## src/rtl/fsfr_params.svh

```systemverilog
// Purpose: Constants for the flash status-flag polling controller.
// Assumes: 10 MHz clock, flash in word mode.
// Notes:   Times are in ns; cycle counts are derived from them.
`ifndef FSFR_PARAMS_SVH
`define FSFR_PARAMS_SVH

// ----------------------------------------------------------------
// Clock and strobe timing
// ----------------------------------------------------------------
`define FSFR_CLK_NS 100
`define FSFR_T_ACC_NS 70
`define FSFR_T_WP_NS 35
`define FSFR_ACC_CYC ((((`FSFR_T_ACC_NS) + (`FSFR_CLK_NS) - 1) / (`FSFR_CLK_NS)) < 1 ? 1 : \
	(((`FSFR_T_ACC_NS) + (`FSFR_CLK_NS) - 1) / (`FSFR_CLK_NS)))
`define FSFR_WP_CYC ((((`FSFR_T_WP_NS) + (`FSFR_CLK_NS) - 1) / (`FSFR_CLK_NS)) < 1 ? 1 : \
	(((`FSFR_T_WP_NS) + (`FSFR_CLK_NS) - 1) / (`FSFR_CLK_NS)))

// ----------------------------------------------------------------
// Status bit positions in a status read
// ----------------------------------------------------------------
`define FSFR_POLL_BIT 7
`define FSFR_TOGGLE_BIT 6
`define FSFR_TLF_BIT 5
`define FSFR_WIN_BIT 3
`define FSFR_ESTOG_BIT 2

// ----------------------------------------------------------------
// Command cycle addresses and data
// ----------------------------------------------------------------
`define FSFR_UNLOCK1_ADDR 16'h0555
`define FSFR_UNLOCK2_ADDR 16'h02aa
`define FSFR_UNLOCK1_DATA 16'h00aa
`define FSFR_UNLOCK2_DATA 16'h0055
`define FSFR_PROG_DATA 16'h00a0
`define FSFR_ERASE_DATA 16'h0080
`define FSFR_CHIP_DATA 16'h0010
`define FSFR_SECT_DATA 16'h0030
`define FSFR_RESET_DATA 16'h00f0

// ----------------------------------------------------------------
// Sequence lengths and poll limit
// ----------------------------------------------------------------
`define FSFR_PROG_LEN 3'h4
`define FSFR_ERASE_LEN 3'h6
`define FSFR_ONE_LEN 3'h1
`define FSFR_POLL_LIMIT 32'h00ffffff

`endif

```

## src/rtl/fsfr_pkg.sv

```systemverilog
// Purpose: Types shared by the polling controller modules.
// Assumes: Constants come from fsfr_params.svh.
// Notes:   Holds no numbers of its own beyond enum codes.
package fsfr_pkg;

	// User command codes.
	typedef enum logic [2:0]
	{
		FSFR_OP_READ = 3'h0,
		FSFR_OP_PROG = 3'h1,
		FSFR_OP_CHIP = 3'h2,
		FSFR_OP_SECT = 3'h3,
		FSFR_OP_ADD = 3'h4,
		FSFR_OP_RESET = 3'h5
	} fsfr_op_e;

	// Controller states.
	typedef enum logic [3:0]
	{
		FSFR_S_IDLE = 4'h0,
		FSFR_S_PRECHK = 4'h1,
		FSFR_S_SEQ = 4'h2,
		FSFR_S_POSTCHK = 4'h3,
		FSFR_S_POLL = 4'h4,
		FSFR_S_RECHK = 4'h5,
		FSFR_S_FINAL = 4'h6,
		FSFR_S_RESET = 4'h7,
		FSFR_S_DONE = 4'h8
	} fsfr_state_e;

	// Strobe engine states.
	typedef enum logic [1:0]
	{
		FSFR_B_IDLE = 2'h0,
		FSFR_B_SETUP = 2'h1,
		FSFR_B_ACT = 2'h2,
		FSFR_B_RECOV = 2'h3
	} fsfr_bus_e;

endpackage

```

## src/rtl/fsfr_bus_if.sv

```systemverilog
// Purpose: Carries single bus-cycle requests from controller to strobe engine.
// Assumes: One request outstanding at a time.
// Notes:   ack is a one-cycle pulse; rdata is valid with it.
`timescale 1ns/1ps
interface fsfr_bus_if #(parameter int AW = 22, parameter int DW = 16);
	logic req;
	logic wr;
	logic [AW-1:0] addr;
	logic [DW-1:0] wdata;
	logic ack;
	logic [DW-1:0] rdata;
	modport master (output req, output wr, output addr, output wdata, input ack, input rdata);
	modport slave (input req, input wr, input addr, input wdata, output ack, output rdata);
endinterface

```

## src/rtl/fsfr_ctrl.sv

```systemverilog
// Purpose: Host controller issuing flash commands and polling status flags.
// Assumes: One flash on the pins; word mode; inputs synchronous to clk_in.
// Notes:   Completion is judged by the toggle method with a time-limit recheck.
`timescale 1ns/1ps
`include "fsfr_params.svh"
module fsfr_ctrl #(
	parameter int AW = 22,
	parameter int DW = 16,
	parameter logic [31:0] POLL_LIMIT = `FSFR_POLL_LIMIT
)
(
	input wire logic clk_in,
	input wire logic rst_in,
	input wire logic cmd_valid_in,
	output logic cmd_ready_out,
	input wire logic [2:0] cmd_op_in,
	input wire logic [AW-1:0] cmd_addr_in,
	input wire logic [DW-1:0] cmd_data_in,
	output logic done_out,
	output logic [DW-1:0] rd_data_out,
	output logic [DW-1:0] status_out,
	output logic fail_out,
	output logic not_accepted_out,
	output logic ce_n_out,
	output logic oe_n_out,
	output logic we_n_out,
	output logic [AW-1:0] addr_out,
	input wire logic [DW-1:0] dq_in,
	output logic [DW-1:0] dq_out,
	output logic dq_oe_out
);
	fsfr_bus_if #(.AW(AW), .DW(DW)) bus ();

	fsfr_pkg::fsfr_state_e state_reg;
	fsfr_pkg::fsfr_op_e op_reg;
	logic [AW-1:0] addr_reg;
	logic [DW-1:0] data_reg;
	logic [2:0] step_reg;
	logic pend_reg;
	logic prev_valid_reg;
	logic [DW-1:0] prev_reg;
	logic [31:0] poll_cnt_reg;
	logic bus_state;
	logic toggling;
	logic tlf_seen;
	logic [AW+DW-1:0] seq_word;

	// ----------------------------------------------------------------
	// Helpers
	// ----------------------------------------------------------------

	// Address and data of one command write, by operation and step.
	function automatic logic [AW+DW-1:0] cmd_word(input fsfr_pkg::fsfr_op_e op, input logic [2:0] step,
		input logic [AW-1:0] a, input logic [DW-1:0] d);
		logic [AW-1:0] u1;
		logic [AW-1:0] u2;
		u1 = AW'(`FSFR_UNLOCK1_ADDR);
		u2 = AW'(`FSFR_UNLOCK2_ADDR);
		cmd_word = {u1, DW'(`FSFR_UNLOCK1_DATA)};
		if (op == fsfr_pkg::FSFR_OP_RESET)
			cmd_word = {a, DW'(`FSFR_RESET_DATA)};
		else if (op == fsfr_pkg::FSFR_OP_ADD)
			cmd_word = {a, DW'(`FSFR_SECT_DATA)};
		else if (step == 3'h1 || step == 3'h4)
			cmd_word = {u2, DW'(`FSFR_UNLOCK2_DATA)};
		else if (step == 3'h2)
			cmd_word = {u1, (op == fsfr_pkg::FSFR_OP_PROG) ? DW'(`FSFR_PROG_DATA) : DW'(`FSFR_ERASE_DATA)};
		else if (step == 3'h3)
			cmd_word = (op == fsfr_pkg::FSFR_OP_PROG) ? {a, d} : {u1, DW'(`FSFR_UNLOCK1_DATA)};
		else if (step == 3'h5)
			cmd_word = (op == fsfr_pkg::FSFR_OP_CHIP) ? {u1, DW'(`FSFR_CHIP_DATA)} : {a, DW'(`FSFR_SECT_DATA)};
	endfunction

	// Number of command writes for an operation.
	function automatic logic [2:0] seq_len(input fsfr_pkg::fsfr_op_e op);
		if (op == fsfr_pkg::FSFR_OP_PROG)
			seq_len = `FSFR_PROG_LEN;
		else if (op == fsfr_pkg::FSFR_OP_CHIP || op == fsfr_pkg::FSFR_OP_SECT)
			seq_len = `FSFR_ERASE_LEN;
		else
			seq_len = `FSFR_ONE_LEN;
	endfunction

	// States that own a bus cycle.
	assign bus_state = state_reg inside {fsfr_pkg::FSFR_S_PRECHK, fsfr_pkg::FSFR_S_SEQ,
		fsfr_pkg::FSFR_S_POSTCHK, fsfr_pkg::FSFR_S_POLL, fsfr_pkg::FSFR_S_RECHK,
		fsfr_pkg::FSFR_S_FINAL, fsfr_pkg::FSFR_S_RESET};
	assign seq_word = cmd_word(op_reg, step_reg, addr_reg, data_reg);

	// Toggle and time-limit view of the latest status read against the one before.
	assign toggling = prev_valid_reg && (prev_reg[`FSFR_TOGGLE_BIT] != bus.rdata[`FSFR_TOGGLE_BIT]);
	assign tlf_seen = bus.rdata[`FSFR_TLF_BIT] || prev_reg[`FSFR_TLF_BIT];

	// ----------------------------------------------------------------
	// Bus requests
	// ----------------------------------------------------------------

	// One request at a time in a bus state, each held off until the previous answer.
	assign bus.req = bus_state && !pend_reg;
	assign bus.wr = state_reg inside {fsfr_pkg::FSFR_S_SEQ, fsfr_pkg::FSFR_S_RESET};
	assign bus.addr = (state_reg == fsfr_pkg::FSFR_S_SEQ) ? seq_word[AW+DW-1:DW] : addr_reg;
	assign bus.wdata = (state_reg == fsfr_pkg::FSFR_S_SEQ) ? seq_word[DW-1:0] : DW'(`FSFR_RESET_DATA);

	// Pending flag covers the time between request and answer.
	always_ff @(posedge clk_in)
	begin
		if (rst_in)
			pend_reg <= 1'b0;
		else if (bus.ack)
			pend_reg <= 1'b0;
		else if (bus.req)
			pend_reg <= 1'b1;
	end

	// ----------------------------------------------------------------
	// Main sequence
	// ----------------------------------------------------------------

	// Command issue, status polling and result handling.
	always_ff @(posedge clk_in)
	begin
		if (rst_in)
		begin
			state_reg <= fsfr_pkg::FSFR_S_IDLE;
			op_reg <= fsfr_pkg::FSFR_OP_READ;
			addr_reg <= '0;
			data_reg <= '0;
			step_reg <= 3'h0;
			prev_valid_reg <= 1'b0;
			prev_reg <= '0;
			poll_cnt_reg <= 32'h0;
		end
		else
		begin
			unique case (state_reg)
				fsfr_pkg::FSFR_S_IDLE:
				begin
					if (cmd_valid_in)
					begin
						op_reg <= fsfr_pkg::fsfr_op_e'(cmd_op_in);
						addr_reg <= cmd_addr_in;
						data_reg <= cmd_data_in;
						step_reg <= 3'h0;
						prev_valid_reg <= 1'b0;
						poll_cnt_reg <= 32'h0;
						if (cmd_op_in == 3'(fsfr_pkg::FSFR_OP_READ))
							state_reg <= fsfr_pkg::FSFR_S_FINAL;
						else if (cmd_op_in == 3'(fsfr_pkg::FSFR_OP_ADD))
							state_reg <= fsfr_pkg::FSFR_S_PRECHK;
						else
							state_reg <= fsfr_pkg::FSFR_S_SEQ;
					end
				end
				fsfr_pkg::FSFR_S_PRECHK:
				begin
					if (bus.ack)
					begin
						if (bus.rdata[`FSFR_WIN_BIT])
							state_reg <= fsfr_pkg::FSFR_S_DONE;
						else
							state_reg <= fsfr_pkg::FSFR_S_SEQ;
					end
				end
				fsfr_pkg::FSFR_S_SEQ:
				begin
					if (bus.ack)
					begin
						step_reg <= step_reg + 3'h1;
						if (step_reg + 3'h1 == seq_len(op_reg))
						begin
							// Polling starts only after the last write pulse has risen.
							if (op_reg == fsfr_pkg::FSFR_OP_RESET)
								state_reg <= fsfr_pkg::FSFR_S_DONE;
							else if (op_reg == fsfr_pkg::FSFR_OP_ADD)
								state_reg <= fsfr_pkg::FSFR_S_POSTCHK;
							else
								state_reg <= fsfr_pkg::FSFR_S_POLL;
						end
					end
				end
				fsfr_pkg::FSFR_S_POSTCHK:
				begin
					if (bus.ack)
						state_reg <= fsfr_pkg::FSFR_S_DONE;
				end
				fsfr_pkg::FSFR_S_POLL:
				begin
					if (bus.ack)
					begin
						prev_reg <= bus.rdata;
						prev_valid_reg <= 1'b1;
						poll_cnt_reg <= poll_cnt_reg + 32'h1;
						if (prev_valid_reg && !toggling)
							state_reg <= fsfr_pkg::FSFR_S_FINAL;
						else if (toggling && tlf_seen)
						begin
							// Toggle may have stopped just as the limit bit rose: look again.
							prev_valid_reg <= 1'b0;
							state_reg <= fsfr_pkg::FSFR_S_RECHK;
						end
						else if (poll_cnt_reg == POLL_LIMIT)
							state_reg <= fsfr_pkg::FSFR_S_RESET;
					end
				end
				fsfr_pkg::FSFR_S_RECHK:
				begin
					if (bus.ack)
					begin
						prev_reg <= bus.rdata;
						prev_valid_reg <= 1'b1;
						if (prev_valid_reg)
							state_reg <= toggling ? fsfr_pkg::FSFR_S_RESET : fsfr_pkg::FSFR_S_FINAL;
					end
				end
				fsfr_pkg::FSFR_S_FINAL:
				begin
					if (bus.ack)
						state_reg <= fsfr_pkg::FSFR_S_DONE;
				end
				fsfr_pkg::FSFR_S_RESET:
				begin
					if (bus.ack)
						state_reg <= fsfr_pkg::FSFR_S_DONE;
				end
				fsfr_pkg::FSFR_S_DONE:
				begin
					state_reg <= fsfr_pkg::FSFR_S_IDLE;
				end
				default:
				begin
					state_reg <= fsfr_pkg::FSFR_S_IDLE;
				end
			endcase
		end
	end

	// ----------------------------------------------------------------
	// Results
	// ----------------------------------------------------------------

	// Array data from the trailing read, and the latest status word.
	always_ff @(posedge clk_in)
	begin
		if (rst_in)
		begin
			rd_data_out <= '0;
			status_out <= '0;
		end
		else if (bus.ack && !bus.wr)
		begin
			if (state_reg == fsfr_pkg::FSFR_S_FINAL)
				rd_data_out <= bus.rdata;
			else
				status_out <= bus.rdata;
		end
	end

	// Failure and refusal flags hold until the next command is taken.
	always_ff @(posedge clk_in)
	begin
		if (rst_in)
		begin
			fail_out <= 1'b0;
			not_accepted_out <= 1'b0;
		end
		else if (state_reg == fsfr_pkg::FSFR_S_IDLE && cmd_valid_in)
		begin
			fail_out <= 1'b0;
			not_accepted_out <= 1'b0;
		end
		else if (state_reg == fsfr_pkg::FSFR_S_RESET && bus.ack && op_reg != fsfr_pkg::FSFR_OP_RESET)
			fail_out <= 1'b1;
		else if (bus.ack && bus.rdata[`FSFR_WIN_BIT] &&
			(state_reg == fsfr_pkg::FSFR_S_PRECHK || state_reg == fsfr_pkg::FSFR_S_POSTCHK))
			not_accepted_out <= 1'b1;
	end

	assign cmd_ready_out = (state_reg == fsfr_pkg::FSFR_S_IDLE);
	assign done_out = (state_reg == fsfr_pkg::FSFR_S_DONE);

	// Pin sequencing.
	fsfr_strobe #(.AW(AW), .DW(DW)) u_strobe
	(
		.clk_in(clk_in),
		.rst_in(rst_in),
		.bus(bus.slave),
		.ce_n_out(ce_n_out),
		.oe_n_out(oe_n_out),
		.we_n_out(we_n_out),
		.addr_out(addr_out),
		.dq_in(dq_in),
		.dq_out(dq_out),
		.dq_oe_out(dq_oe_out)
	);

endmodule // fsfr_ctrl

```

## src/rtl/fsfr_strobe.sv

```systemverilog
// Purpose: Runs one read or write cycle on the flash strobes.
// Assumes: Flash inputs are synchronous to clk_in.
// Notes:   Address changes only while every strobe is high.
`timescale 1ns/1ps
`include "fsfr_params.svh"
module fsfr_strobe #(parameter int AW = 22, parameter int DW = 16)
(
	input wire logic clk_in,
	input wire logic rst_in,
	fsfr_bus_if.slave bus,
	output logic ce_n_out,
	output logic oe_n_out,
	output logic we_n_out,
	output logic [AW-1:0] addr_out,
	input wire logic [DW-1:0] dq_in,
	output logic [DW-1:0] dq_out,
	output logic dq_oe_out
);
	fsfr_pkg::fsfr_bus_e state_reg;
	logic [3:0] cnt_reg;
	logic wr_reg;
	logic [DW-1:0] rdata_reg;

	// ----------------------------------------------------------------
	// Cycle sequencing
	// ----------------------------------------------------------------

	// Setup with strobes high, active phase, then a recovery cycle.
	always_ff @(posedge clk_in)
	begin
		if (rst_in)
		begin
			state_reg <= fsfr_pkg::FSFR_B_IDLE;
			cnt_reg <= 4'h0;
			wr_reg <= 1'b0;
			addr_out <= '0;
			dq_out <= '0;
		end
		else
		begin
			unique case (state_reg)
				fsfr_pkg::FSFR_B_IDLE:
				begin
					if (bus.req)
					begin
						wr_reg <= bus.wr;
						addr_out <= bus.addr;
						dq_out <= bus.wdata;
						state_reg <= fsfr_pkg::FSFR_B_SETUP;
					end
				end
				fsfr_pkg::FSFR_B_SETUP:
				begin
					cnt_reg <= wr_reg ? 4'(`FSFR_WP_CYC - 1) : 4'(`FSFR_ACC_CYC - 1);
					state_reg <= fsfr_pkg::FSFR_B_ACT;
				end
				fsfr_pkg::FSFR_B_ACT:
				begin
					if (cnt_reg == 4'h0)
						state_reg <= fsfr_pkg::FSFR_B_RECOV;
					else
						cnt_reg <= cnt_reg - 4'h1;
				end
				fsfr_pkg::FSFR_B_RECOV:
				begin
					state_reg <= fsfr_pkg::FSFR_B_IDLE;
				end
			endcase
		end
	end

	// Strobes go low for the active phase only; the rising edge ends the cycle.
	always_ff @(posedge clk_in)
	begin
		if (rst_in)
		begin
			ce_n_out <= 1'b1;
			oe_n_out <= 1'b1;
			we_n_out <= 1'b1;
			dq_oe_out <= 1'b0;
		end
		else
		begin
			ce_n_out <= !(state_reg == fsfr_pkg::FSFR_B_SETUP ||
				(state_reg == fsfr_pkg::FSFR_B_ACT && cnt_reg != 4'h0));
			oe_n_out <= !(!wr_reg && (state_reg == fsfr_pkg::FSFR_B_SETUP ||
				(state_reg == fsfr_pkg::FSFR_B_ACT && cnt_reg != 4'h0)));
			we_n_out <= !(wr_reg && (state_reg == fsfr_pkg::FSFR_B_SETUP ||
				(state_reg == fsfr_pkg::FSFR_B_ACT && cnt_reg != 4'h0)));
			// Write data stays driven one cycle past the rising write edge, then recovery lets it go.
			dq_oe_out <= wr_reg && (state_reg == fsfr_pkg::FSFR_B_SETUP || state_reg == fsfr_pkg::FSFR_B_ACT);
		end
	end

	// Read data is taken at the end of the active phase.
	always_ff @(posedge clk_in)
	begin
		if (rst_in)
			rdata_reg <= '0;
		else if (state_reg == fsfr_pkg::FSFR_B_ACT && cnt_reg == 4'h0 && !wr_reg)
			rdata_reg <= dq_in;
	end

	// Answer to the controller.
	assign bus.ack = (state_reg == fsfr_pkg::FSFR_B_RECOV);
	assign bus.rdata = rdata_reg;

endmodule // fsfr_strobe

```

## config.mk

```make
export PLATFORM = sky130hd
export DESIGN_NAME = fsfr_ctrl
export DESIGN_NICKNAME = d
export VERILOG_FILES = /design/src/rtl/fsfr_pkg.sv /design/src/rtl/fsfr_bus_if.sv /design/src/rtl/fsfr_ctrl.sv /design/src/rtl/fsfr_strobe.sv
export VERILOG_INCLUDE_DIRS = /design/src /design/src/rtl
export SDC_FILE = /design/constraint.sdc
export NUM_CORES = 1
export LEC_CHECK = 0
export ABC_AREA = 0
export BUFFER_PORTS_ARGS = -buffer_cell sky130_fd_sc_hd__buf_2
export CORE_MARGIN = 2
export CORE_UTILIZATION = 46
export DETAILED_ROUTE_END_ITERATION = 6
export PLACE_DENSITY = 0.68
export SKIP_CTS_REPAIR_TIMING = 1
export SYNTH_ARGS = -nofsm -noshare
export SYNTH_HDL_FRONTEND = slang
export SYNTH_SLANG_ARGS = --single-unit
```

## constraint.sdc

```tcl
create_clock -name clk_in -period 2.65 [get_ports clk_in]
set_input_delay 0.265 -clock clk_in [delete_from_list [all_inputs] [get_ports clk_in]]
set_output_delay 0.265 -clock clk_in [all_outputs]
set_load 0.05 [all_outputs]
```

==> results.json <==
{
  "status": "finished clean",
  "critical_path_class": "flip-flop to flip-flop",
  "largest_register_ffs": 32,
  "syn_nets": 958,
  "crit_path_start_kind": "flip-flop",
  "routedWlPerCell_um": 14.47,
  "synthDominantCellAreaShare_pct": 47.70,
  "async_flop_share_pct": 0,
  "worst_clock_skew_ns": 0.01177,
  "setup_viol": 0,
  "yosysTopAreaCell": "dfxtp_1",
  "fin_ws_ns": 0.2018,
  "powerDensity_mw_per_mm2": 912.1,
  "drt_iter0_markers": 309,
  "yosys-top-cells-count": "dfxtp_1, nand2_1, a21oi_1, nor2_1, mux2i_1",
  "arrival_ns": 2.79,
  "synth_cell_type_count": 70,
  "rsz0062_at_grt": "no",
  "cap_violations": 0,
  "gp_congestion": 0.8457,
  "crit_required_ns": 2.99,
  "tritoncts": "done",
  "synth-simple-area-share_pct": 24.03,
  "die_w_um": 133.2,
  "muxShareOfSynthArea_pct": 4.985,
  "clock-sinks": 183,
  "tightest_slew_ns": 0.8284,
  "fin_crit_sh_pct": 92.39,
  "dpl.hpwl_um": 12130,
  "viasPerCell": 5.209,
  "yosys-top-cells-area": "dfxtp_1, nand2_1, a21oi_1",
  "p_leak_nw": 3.700,
  "cts_buffers": 17,
  "wirelength_um": 17950,
  "synth-edff-count": 0,
  "yosysMostFrequentCell": "dfxtp_1",
  "drc_errors": 0,
  "fp-row-count": 47,
  "vdd_drop_max_v": 0.0006071,
  "finalMaxSlewViolations": 0,
  "ys_ff_latch": 183,
  "io_pins": 138,
  "hold_class": "input port to flip-flop",
  "insertion_delay_ns": 0.44,
  "synth_top_family_by_area": "simple AND/OR/NAND/NOR gates",
  "path_max_fanout": 5,
  "placeableCoreArea_mm2": 0.01647,
  "num_vias": 6459,
  "layout-drive-gt1-share_pct": 21.18,
  "first_global_vias": 5864,
  "cts_buffer_depth": 2,
  "fmax_mhz": 408.5,
  "cp-end-kind": "flip-flop",
  "dpl_cell_area_mm2": 0.008556,
  "syn_area_mm2": 0.007681,
  "yosysWarnings": 0,
  "antenna_found_initial": 0,
  "pre_cts_slack_ns": 0.1773,
  "yosys.area_share.xor_xnor_pct": 2.737,
  "synthesis.instances": 885,
  "finalSetupTns_ns": 0,
  "ant_nets": 0,
  "grt.total_usage_pct": 20.37,
  "antenna_cells": 0,
  "design_area_mm2": 0.009181,
  "hold_viol_final": 0,
  "initial_utilization_pct": 46.65,
  "grt-ovfl-total": 0,
  "fp.dieArea_mm2": 0.01775,
  "die_h_um": 133.2,
  "synth-main-ff-cell": "dfxtp_1",
  "avgSynthCellArea_um2": 8.679,
  "layout_min_cycle_time_ns": 2.448,
  "clkTransAtPathRegs_ns": 0.07,
  "synthAdderAreaFrac_pct": 2.118,
  "synth_compound_area_share_pct": 14.33,
  "grt_first_pass_wirelength_um": 29340,
  "area_growth_pct": 19.53,
  "synth.yosys.seq_area_share_pct": 47.70,
  "nets": 1080,
  "htree_levels": 4,
  "io_buffers": 137,
  "cts_root_buf": "clkbuf_16",
  "drtPass1Iterations": 6,
  "grt_max_degree": 100,
  "max_slew_margin_pct": 44.61
}
area by class of cell:
class / count / area [um2]
Tap cell: 220 / 275.3
Sequential cell: 183 / 3664
Timing Repair Buffer: 156 / 843.3
Clock buffer: 20 / 456.7
Inverter: 19 / 71.32
Fill cell: 1573 / 7284
Clock inverter: 12 / 162.7
Multi-Input combinational cell: 630 / 3709
worst max-delay path, stage by stage (launching register included):
cell,delay [ns]
dfxtp_1,0.42
inv_1,0.12
ha_1,0.36
or3b_1,0.36
a2111o_1,0.38
a32oi_2,0.26
o211ai_2,0.19
a221oi_2,0.29
metal layers:
metal  wire length (um)  track usage [%]
met5                  0                0
met4                241            6.087
met3                891            5.784
met2               8120            31.26
met1               8694            28.03
power breakdown:
group | internal [mW] | switching, mW | total (mW)
sequential | 3.08 | 0.239 | 3.32
clock | 1.55 | 1.09 | 2.64
combinational | 0.747 | 1.66 | 2.41
total | 5.38 | 2.99 | 8.37
logic make-up (layout without fill, tap and decap cells):
family                     after synthesis  count (layout)
AOI/OAI and AO/OA                      174             174
xor gates and xnor gates                24              24
adders and majority gates               13              13
buffers and inverters                   72             207
DFF                                    183             183
muxes                                   38              38
and+or+nand+nor                        381             381
stage by stage:
| step | util (%) | hold WS (ns) | power, mW | cells |
|---|---|---|---|---|
| 2_1_floorplan | - | 0.4010 | 5.164 | 885 |
| 3_3_place_gp | 51.96 | 0.4387 | 5.754 | 1208 |
| 3_5_place_dp | 51.96 | 0.4401 | 5.780 | 1208 |
| 4_1_cts | 55.72 | 0.04835 | 8.436 | 1240 |
| 5_1_grt | 55.76 | 0.04749 | 8.817 | 1240 |
| 6_report | 55.76 | 0.06188 | 8.374 | 1240 |
path summary, 6_finish.rpt:
check / startpoint / endpoint / slack [ns] / cells after the start
max: step_reg[0] / state_reg[1] / 0.20 / 7
min reg2reg: u_strobe.dq_out[15] / u_strobe.dq_out[15] / 0.45 / 2
max reg2reg: step_reg[0] / state_reg[1] / 0.20 / 7
min: cmd_addr_in[14] / addr_reg[14] / 0.06 / 3
cells in the final DEF, fill, tap and decap left out, drive strengths merged, types with 4 or more instances in the layout:
master / n
dfxtp: 183
nand2: 171
buf: 156
nor2: 100
a21oi: 99
mux2i: 36
inv: 24
o21ai: 21
xnor2: 20
clkbuf: 20
nand3: 16
nor3: 15
nor4: 14
ha: 13
a22o: 11
and3: 10
or3: 9
nand4: 9
nor2b: 6
a31oi: 6
and4: 6
o221a: 5
xor2: 4
o211ai: 4
a211oi: 4
or4: 4
a221oi: 4
Note: power is estimated with default switching activity, not from simulation.
